--- src/logic/pioc_pkg.sv ---
/*
  Shared constants and mode types for the programmable I/O cell.
  Assumes a single 40 MHz reference clock and a synchronous reset.
*/
package pioc_pkg;
  localparam int unsigned CLK_PERIOD_PS = 25_000;
  localparam int unsigned SYNC_STAGES   = 3;
  localparam int unsigned BUF_DEPTH     = 2;
  localparam logic        PULL_RESET    = 1'b1;
  localparam logic        OE_RESET      = 1'b0;
  localparam logic        DATA_RESET    = 1'b0;

  typedef enum logic [1:0] {
    PIOC_IN_DIRECT = 2'b00,
    PIOC_IN_REG    = 2'b01,
    PIOC_IN_DDR    = 2'b10
  } pioc_in_mode_t;

  typedef enum logic [1:0] {
    PIOC_OUT_DIRECT = 2'b00,
    PIOC_OUT_REG    = 2'b01,
    PIOC_OUT_DDR    = 2'b10
  } pioc_out_mode_t;

  typedef enum logic [1:0] {
    PIOC_ST_POR  = 2'b00,
    PIOC_ST_LOAD = 2'b01,
    PIOC_ST_USER = 2'b10
  } pioc_state_t;
endpackage : pioc_pkg

--- src/logic/pioc_cell.sv ---
/*
  Programmable I/O cell: input, output and tri-state register blocks,
  bank freeze latch, power-up and configuration gating of the pad.
  Assumes the pad buffer resolves pad_o / pad_oe / pad_pullup_en and
  returns the pad level on pad_i; power-on reset and configuration
  done arrive asynchronously from outside.
*/
`timescale 1ns/1ps
`default_nettype none

// Summary of operation
// - DDR input samples the pad on both clock edges into two streams.
// - DDR output captures one core bit on each clock edge.
// - the two output bits are muxed onto the pad at twice clock rate.
// - output data reaches the pad registered or directly.
// - asserted hold freezes each participating unregistered input.
// - the freeze is bank-wide while each cell opts in on its own.
// - registered inputs hold only through the clock enable.
// - before configuration the pad is undriven with pull-up on.
// - the pad stays undriven until configuration has finished.
// - an unused configured cell blocks its input and drops pull-up.
// - each cell selects weak pull-up or no termination.
// - core logic stays idle until power-on reset is released.
// - release of power-on reset starts the configuration load.
module pioc_cell
  import pioc_pkg::*;
#(
  parameter int unsigned DW = 1
) (
  input  wire  logic                 ref_clk,
  input  wire  logic                 sys_rst,
  input  wire  logic                 por_n_pin,
  input  wire  logic                 cfg_done_pin,
  input  wire  logic                 cell_used,
  input  wire  pioc_pkg::pioc_in_mode_t  in_mode,
  input  wire  pioc_pkg::pioc_out_mode_t out_mode,
  input  wire  logic                 oe_registered,
  input  wire  logic                 pullup_sel,
  input  wire  logic                 freeze_en,
  input  wire  logic                 bank_freeze,
  input  wire  logic                 clk_en,
  input  wire  logic                 core_oe,
  input  wire  logic [DW-1:0]        core_d0,
  input  wire  logic [DW-1:0]        core_d1,
  input  wire  logic                 core_valid,
  output logic                       core_ready,
  output logic [DW-1:0]              din0,
  output logic [DW-1:0]              din1,
  input  wire  logic [DW-1:0]        pad_i,
  output logic [DW-1:0]              pad_o,
  output logic                       pad_oe,
  output logic                       pad_pullup_en,
  output logic                       core_active,
  output logic                       cfg_load_start
);
  import pioc_pkg::*;

  ////////////////////////////////////////////////////////////////////////
  // synchronisers for power-on reset and configuration done
  logic [SYNC_STAGES-1:0] por_sync_r;
  logic [SYNC_STAGES-1:0] done_sync_r;
  logic                   por_ok_r;
  logic                   done_r;

  always_ff @(posedge ref_clk) begin
    if (sys_rst) begin
      por_sync_r  <= '0;
      done_sync_r <= '0;
      por_ok_r    <= 1'b0;
      done_r      <= 1'b0;
    end else begin
      por_sync_r  <= {por_sync_r[SYNC_STAGES-2:0], por_n_pin};
      done_sync_r <= {done_sync_r[SYNC_STAGES-2:0], cfg_done_pin};
      // a change counts once the last two stages agree
      if (por_sync_r[1] == por_sync_r[2]) por_ok_r <= por_sync_r[2];
      if (done_sync_r[1] == done_sync_r[2]) done_r <= done_sync_r[2];
    end
  end

  ////////////////////////////////////////////////////////////////////////
  // power-up sequencer
  pioc_state_t state_r;
  pioc_state_t state_nxt;
  logic        user_mode;

  always_comb begin
    state_nxt = state_r;
    unique case (state_r)
      PIOC_ST_POR:  if (por_ok_r) state_nxt = PIOC_ST_LOAD;
      PIOC_ST_LOAD: if (!por_ok_r) state_nxt = PIOC_ST_POR;
                    else if (done_r) state_nxt = PIOC_ST_USER;
      PIOC_ST_USER: if (!por_ok_r) state_nxt = PIOC_ST_POR;
      default:      state_nxt = PIOC_ST_POR;
    endcase
  end

  always_ff @(posedge ref_clk) begin
    if (sys_rst) begin
      state_r <= PIOC_ST_POR;
    end else begin
      state_r <= state_nxt;
    end
  end

  assign user_mode      = (state_r == PIOC_ST_USER);
  assign core_active    = (state_r != PIOC_ST_POR);
  assign cfg_load_start = (state_r == PIOC_ST_POR) && por_ok_r;

  ////////////////////////////////////////////////////////////////////////
  // two-entry buffer in front of the output register
  logic [DW-1:0] buf_mem_r [BUF_DEPTH];
  logic          buf_wp_r;
  logic          buf_rp_r;
  logic [1:0]    buf_cnt_r;
  logic          buf_push;
  logic          buf_pop;
  logic          buf_valid;
  logic          out_regd;

  assign out_regd   = (out_mode != PIOC_OUT_DIRECT);
  assign core_ready = (buf_cnt_r != 2'(BUF_DEPTH)) && core_active;
  assign buf_valid  = (buf_cnt_r != 2'd0);
  assign buf_push   = core_valid && core_ready;
  assign buf_pop    = buf_valid && clk_en && out_regd;

  always_ff @(posedge ref_clk) begin
    if (sys_rst) begin
      buf_wp_r  <= 1'b0;
      buf_rp_r  <= 1'b0;
      buf_cnt_r <= 2'd0;
    end else begin
      if (buf_push) begin
        buf_mem_r[buf_wp_r] <= core_d0;
        buf_wp_r            <= ~buf_wp_r;
      end
      if (buf_pop) buf_rp_r <= ~buf_rp_r;
      buf_cnt_r <= buf_cnt_r + 2'(buf_push) - 2'(buf_pop);
    end
  end

  ////////////////////////////////////////////////////////////////////////
  // output and tri-state registers
  logic [DW-1:0] out_q0_r;
  logic [DW-1:0] out_q1_r;
  logic          oe_q_r;
  logic          oe_eff;
  logic [DW-1:0] out_data;

  always_ff @(posedge ref_clk) begin
    if (sys_rst) begin
      out_q0_r <= {DW{DATA_RESET}};
      oe_q_r   <= OE_RESET;
    end else begin
      if (buf_pop) begin
        out_q0_r <= buf_mem_r[buf_rp_r];
      end
      if (clk_en) oe_q_r <= core_oe;
    end
  end

  always_ff @(negedge ref_clk) begin
    if (sys_rst) begin
      out_q1_r <= {DW{DATA_RESET}};
    end else if (clk_en) begin
      out_q1_r <= core_d1;
    end
  end

  always_comb begin
    unique case (out_mode)
      PIOC_OUT_DIRECT: out_data = core_d0;
      PIOC_OUT_REG:    out_data = out_q0_r;
      PIOC_OUT_DDR:    out_data = ref_clk ? out_q0_r : out_q1_r;
      default:         out_data = core_d0;
    endcase
  end

  assign oe_eff        = oe_registered ? oe_q_r : core_oe;
  assign pad_oe        = user_mode && cell_used && oe_eff;
  assign pad_o         = pad_oe ? out_data : {DW{1'b0}};
  assign pad_pullup_en = user_mode ? (cell_used && pullup_sel)
                                   : PULL_RESET;

  ////////////////////////////////////////////////////////////////////////
  // input registers and freeze latch
  logic [DW-1:0] in_q0_r;
  logic [DW-1:0] in_q1_r;
  logic [DW-1:0] hold_r;
  logic          frozen;
  logic          in_open;

  assign frozen  = bank_freeze && freeze_en;
  assign in_open = user_mode && cell_used;

  always_ff @(posedge ref_clk) begin
    if (sys_rst) begin
      in_q0_r <= {DW{DATA_RESET}};
      hold_r  <= {DW{DATA_RESET}};
    end else begin
      if (clk_en) in_q0_r <= pad_i;
      if (!frozen) hold_r <= pad_i;
    end
  end

  always_ff @(negedge ref_clk) begin
    if (sys_rst) begin
      in_q1_r <= {DW{DATA_RESET}};
    end else if (clk_en) begin
      in_q1_r <= pad_i;
    end
  end

  always_comb begin
    din0 = {DW{1'b0}};
    din1 = {DW{1'b0}};
    if (in_open) begin
      unique case (in_mode)
        PIOC_IN_DIRECT: din0 = frozen ? hold_r : pad_i;
        PIOC_IN_REG:    din0 = in_q0_r;
        PIOC_IN_DDR: begin
          din0 = in_q0_r;
          din1 = in_q1_r;
        end
        default:        din0 = pad_i;
      endcase
    end
  end

  ////////////////////////////////////////////////////////////////////////
  // checks
  property p_float_pre_cfg;
    @(posedge ref_clk) disable iff (sys_rst)
      !user_mode |-> (!pad_oe && pad_pullup_en);
  endproperty
  a_float_pre_cfg: assert property (p_float_pre_cfg)
    else $error("pad driven or pull-up off before configuration");
  property p_user_after_done;
    @(posedge ref_clk) disable iff (sys_rst)
      $rose(user_mode) |-> $past(done_r) && $past(state_r == PIOC_ST_LOAD);
  endproperty
  a_user_after_done: assert property (p_user_after_done)
    else $error("user mode entered without finished configuration");
  property p_unused_blocked;
    @(posedge ref_clk) disable iff (sys_rst)
      (user_mode && !cell_used) |-> (din0 == '0 && !pad_pullup_en && !pad_oe);
  endproperty
  a_unused_blocked: assert property (p_unused_blocked)
    else $error("unused cell not blocked");
  property p_pull_sel;
    @(posedge ref_clk) disable iff (sys_rst)
      (user_mode && cell_used) |-> (pad_pullup_en == pullup_sel);
  endproperty
  a_pull_sel: assert property (p_pull_sel)
    else $error("pull-up does not follow selection");
  property p_core_idle;
    @(posedge ref_clk) disable iff (sys_rst)
      !por_ok_r |=> !core_active;
  endproperty
  a_core_idle: assert property (p_core_idle)
    else $error("core active while power-on reset held");
  property p_load_start;
    @(posedge ref_clk) disable iff (sys_rst)
      cfg_load_start |=> (state_r == PIOC_ST_LOAD) && !cfg_load_start;
  endproperty
  a_load_start: assert property (p_load_start)
    else $error("load start without entering load state");
  property p_oe_float;
    @(posedge ref_clk) disable iff (sys_rst)
      !oe_eff |-> !pad_oe;
  endproperty
  a_oe_float: assert property (p_oe_float)
    else $error("pad driven with output enable low");
  property p_freeze_hold;
    @(posedge ref_clk) disable iff (sys_rst)
      (frozen && in_open && in_mode == PIOC_IN_DIRECT) [*2] |->
        $stable(din0);
  endproperty
  a_freeze_hold: assert property (p_freeze_hold)
    else $error("frozen input changed");
  property p_ce_hold;
    @(posedge ref_clk) disable iff (sys_rst)
      !clk_en |=> $stable(in_q0_r) && $stable(out_q0_r) && $stable(oe_q_r);
  endproperty
  a_ce_hold: assert property (p_ce_hold)
    else $error("register changed with clock enable low");
  property p_reg_out;
    @(posedge ref_clk) disable iff (sys_rst)
      (buf_pop && out_mode == PIOC_OUT_REG) |=>
        out_q0_r == $past(buf_mem_r[buf_rp_r]);
  endproperty
  a_reg_out: assert property (p_reg_out)
    else $error("registered output missed buffered word");
endmodule : pioc_cell

`default_nettype wire

--- config.mk ---
export PLATFORM = sky130hd
export DESIGN_NAME = pioc_cell
export DESIGN_NICKNAME = d
export VERILOG_FILES = /design/src/logic/pioc_pkg.sv /design/src/logic/pioc_cell.sv
export SDC_FILE = /design/constraint.sdc
export NUM_CORES = 1
export LEC_CHECK = 0
export CELL_PAD_IN_SITES_DETAIL_PLACEMENT = 2
export CELL_PAD_IN_SITES_GLOBAL_PLACEMENT = 2
export CORE_ASPECT_RATIO = 0.75
export CORE_MARGIN = 2
export CORE_UTILIZATION = 26
export DETAILED_ROUTE_END_ITERATION = 12
export DONT_BUFFER_PORTS = 1
export PLACE_DENSITY_LB_ADDON = 0.1
export SLEW_MARGIN = 5
export SYNTH_ARGS = -nofsm -noshare
export SYNTH_HDL_FRONTEND = slang
export SYNTH_SLANG_ARGS = --single-unit
--- constraint.sdc ---
create_clock -name ref_clk -period 1.5 [get_ports ref_clk]
set_input_delay 0.075 -clock ref_clk [delete_from_list [all_inputs] [get_ports ref_clk]]
set_output_delay 0.075 -clock ref_clk [all_outputs]
set_load 0.02 [all_outputs]
---- After elaboration in Yosys (flattened, before gate mapping) ----
Memories as Yosys holds them, arrays and structs flattened. A register that Yosys moved wholly into a read port is not among the register bits.
Index checks and enable logic that the tools add are counted.
cells by class
  $add $sub $neg .......................... 2
  equality and inequality tests ........... 12
  multiplexer cells ....................... 18
  bitwise operators ....................... 2
  reductions and logical operators ........ 16
operators with widths
  operator                                              count
  two-way mux 1 bit                                     11
  logical AND 1 bit                                     9
  two-way mux 2 bit                                     4
  equality test 2 x 1 -> 1 bit (second input constant)  3
  equality test 2 bit (second input constant)           3
  inequality test 2 bit (second input constant)         3
  case mux 2 bit (3 select lines)                       1
  nonzero test 2 bit                                    3
  zero test 2 bit                                       2
  case mux 1 bit (2 select lines)                       2
  inequality test 3 bit (second input constant)         1
  AND reduction 3 bit                                   1
  adder 2 x 1 -> 2 bit                                  1
  equality test 1 bit                                   2
  inverter 1 bit                                        2
  OR reduction 2 bit                                    1
  subtractor 2 x 1 -> 2 bit                             1
word-level totals
  register bits ........................... 19
  RAM bits ................................ 2
  input bits .............................. 19
  output and inout bits ................... 8
  logic and storage cells ................. 64
  memories ................................ 1
memory list
  memory     words  bits a word  read ports  clocked after Yosys merged registers in  wr ports  RTL line          RTL
  buf_mem_r  2      1            1           1                                        1         pioc_cell.sv:111  logic [DW-1:0] buf_mem_r [BUF_DEPTH];

---- Longest topological paths before layout ----
  depth in word-level cells ............... 6
  mapped depth ............................ 9
  gate-level depth less buffers ........... 9

==> run summary <==
===============================================================================
CTS tree                                                                    yes
Combinational group share of total power                                   7.2%
Cell type contributing the most total cell area after synthesis    sky130_fd_sc_hd__dfxtp_1
Beginning of the worst hold path                                     core_valid
Placed wire-length estimate after detailed placement                    1.87 mm
Overall track demand over capacity in global routing                      14.1%
Pin count of the biggest net entering global routing                         21
Most instantiated flip-flop cell in the synthesis netlist          sky130_fd_sc_hd__dfxtp_1
Max Slew Vio Count                                                            0
Slowest stage cell, crit path                                      sky130_fd_sc_hd__a2111oi_4
Hold Path Stages                                                              3
Routed wire per std cell                                                15.1 µm
Clock power share                                                         47.8%
# nets final                                                                166
DRC Markers                                                                   0
Die outline area                                                       4530 µm²
Top-area cell type share of the netlist area                              38.5%
Worst-case register-to-register setup slack                               50 ps
Final hold viol count                                                         0
DRT iter0 DRCs                                                               13
Post-route non-filler standard cell count                                   190
Fraction of the yosys area taken by sequential cells                      44.2%
Total of endpoints with negative setup slack in the final report              2
Data required time of the critical path                                 1420 ps
Outcome                                                            complete, but fails checks
Initial cell density of the core                                          27.7%
Unique cell type count in the Yosys netlist                                  31
Buffers added on ports                                                        0
Number of placed instances, taps included                                   168
First-pass GRT wire length                                              4.73 mm
Data arrival time of the critical path                                  2180 ps
Internal power component                                                1.03 mW
Classification of the worst setup path                             flop to output port
Detail Route Antenna Nets                                                     0
Commonest cells post-synth                                         20 x sky130_fd_sc_hd__dfxtp_1, 11 x sky130_fd_sc_hd__nand2_1, 11 x sky130_fd_sc_hd__nor2_1
Kind of path behind the tightest hold check                        input port to flop
Area of placed instances                                               1150 µm²
FP Rows                                                                      19
Fillers                                                                     439
Switching component of the power                                         336 µW
Slew HR                                                                   50.2%
Share of post-route cells with drive strength above 1                     27.5%
Leakage power total                                                    0.602 nW
Violated checks                                                    negative setup slack
Clock-pin transition on the worst setup and hold timing paths             80 ps
Switching portion of total power                                          24.6%
Final setup slack of the worst path                                     -758 ps
Layout-stage area growth over the synthesis result                        42.1%
Number of warnings issued by yosys                                            0
Critical Path, Cell by Cell                                        a31oi_4, a2111oi_4
DR pass1 iterations                                                           3
Cells after Synth                                                           112
Number of flops mapped to enable cells by yosys                               2
DR vias                                                                     871
Worst-Margin Slew                                                        744 ps
Area taken by multi-input logic gates                                   644 µm²
CP max FO                                                                     2
Die Height                                                              58.8 µm
Number of top-level pins                                                     27
Top cells by area in the synthesized netlist                       sky130_fd_sc_hd__dfxtp_1 38%, sky130_fd_sc_hd__ha_1 9.6%, sky130_fd_sc_hd__nor2b_1 6.0%
Standard cell core area                                                3760 µm²
Via count of the first global-routing pass                                  942
Register-to-Register Path Depth                                               6
Width of the die                                                        77.1 µm
Endpoint of the worst hold path                                        buf_wp_r
Antenna violations before repair                                              0
Maximum single-stage delay on the critical path                          540 ps
Startpoint Class                                                           flop
Routed wire length                                                      2.86 mm
Global route total overflow                                                   0
Final standard cell area without fillers                               1480 µm²
Max VDD drop                                                             437 µV
Most instantiated library cell after synthesis                     sky130_fd_sc_hd__dfxtp_1
Post-Synthesis Cell Area                                               1040 µm²
Power density of the placed cells                                    924 nW/µm²
GP Congestion                                                             0.659
Capturing element type of the critical path                         output port
Setup repair after global routing missed its margin                         yes
R2r endpoint                                                       buf_cnt_r[0]
Detail-routed via count per cell                                           4.58
Mean instance size in the synthesized netlist                          9.29 µm²
Later-pin clock latency in the skew report                               370 ps
Syn_nets                                                                    139
Antenna Cells                                                                 0
Critical R2R Launch                                                  state_r[0]
Total of flip-flops plus latches after synthesis                             22
Storage element area                                                    470 µm²
Sequential share of power                                                 45.0%
Post-synth ARST share                                                        0%
Number of maximum-capacitance constraint violations                           0
Maximum clock skew at final layout                                      1.14 ps
===============================================================================
## logic make-up after synthesis
| logic type | synth area share, % |
|---|---|
| XOR/XNOR | 1.68 |
| flip-flops | 44.2 |
| buffers and inverters | 4.69 |
| AO/OA/AOI/OAI | 10.8 |
| multiplexers | 4.93 |
| adder cells (fa/ha/maj) | 9.62 |
| AND/OR/NAND/NOR | 24.0 |
## power by group through the flow
stage	clock network, mW	logic [mW]	registers (mW)
after global routing	0.737	0.110	0.617
final	0.653	0.0980	0.615
after CTS	0.666	0.0936	0.615
after global placement	0.0289	0.0513	0.627
after floorplan	0.0289	0.0541	0.626
after detailed placement	0.0289	0.0542	0.628
## repair_timing
| item | in CTS | in global routing |
|---|---|---|
| pin swaps | 1 | 3 |
| hold buffers | 11 | 0 |
| cloned | 0 | 0 |
| hold endpoints to repair | 22 | 0 |
| gates resized for setup | 10 | 16 |
| endpoints found under the setup margin | 5 | 7 |
| setup buffers | 1 | 1 |
## registers in the layout, indices dropped and copies added (netlist names)
name	count
done_sync_r	3
in_q0_r	1
buf_wp_r	1
oe_q_r	1
buf_rp_r	1
state_r	2
hold_r	1
out_q1_r	1
por_ok_r	1
done_r	1
buf_mem_r	2
buf_cnt_r	2
por_sync_r	3
in_q1_r	1
out_q0_r	1
## worst max-delay path: cells and delay by family, from the launching register on
family | cells | cell delay (ps)
flip-flops | 1 | 350
AO/OA/AOI/OAI | 2 | 640
## per-stage QoR
| step | TNS, ps | utilization (%) | total power [mW] | worst slack, ps | hold WS (ps) |
|---|---|---|---|---|---|
| after global placement | -181 | 30.7 | 0.707 | -181 | 146 |
| after global routing | -1330 | 39.4 | 1.47 | -824 | 27.3 |
| after floorplan | -178 | - | 0.709 | -178 | 174 |
| after detailed placement | -189 | 30.7 | 0.711 | -189 | 150 |
| after CTS | -1170 | 37.3 | 1.38 | -741 | 12.4 |
| final | -1120 | 39.4 | 1.37 | -758 | 23.0 |
## how the worst max path moves through the flow
stage	start	to	slack, ps	cells past startpoint
global placement	out_q1_r	pad_o	-180	2
finish	out_q1_r	pad_o	-760	2
CTS	out_q1_r	pad_o	-740	2
global route	out_q1_r	pad_o	-820	2
detailed placement	out_q1_r	pad_o	-190	2
floorplan	out_q1_r	pad_o	-180	2
## per-layer routing
layer	GRT usage, %	part of all wire [%]	routed length (µm)	vias to the layer above
met1	16.0	44	1250	413
li1	-	-	-	428
met3	6.13	5.6	160	6
met2	23.3	49	1390	24
met5	0	0	0	-
met4	6.63	2.1	61	0
## cells in the final DEF (no fill, tap or decap), drive strengths merged, types with 4 or more instances in the layout
cell	Yosys	final
nor2	11	11
clkbuf	0	6
nand2b	5	5
dlygate4sd3	0	11
nor2b	10	10
nand2	11	11
mux2i	4	4
dfxtp	20	20
a21oi	7	7
buf	2	8
o21ai	4	4
ha	8	8
inv	8	10
## final cells by class
cell class | instances | share of cell area [%]
multi-input cells | 80 | 43.6
flip-flops and latches | 22 | 31.8
repair buffers | 19 | 11.8
clock buffers | 6 | 5.58
well taps | 52 | 4.40
inverters | 7 | 1.78
clock inverters | 4 | 1.10
No activity file was read; power rests on OpenSTA's default activity.
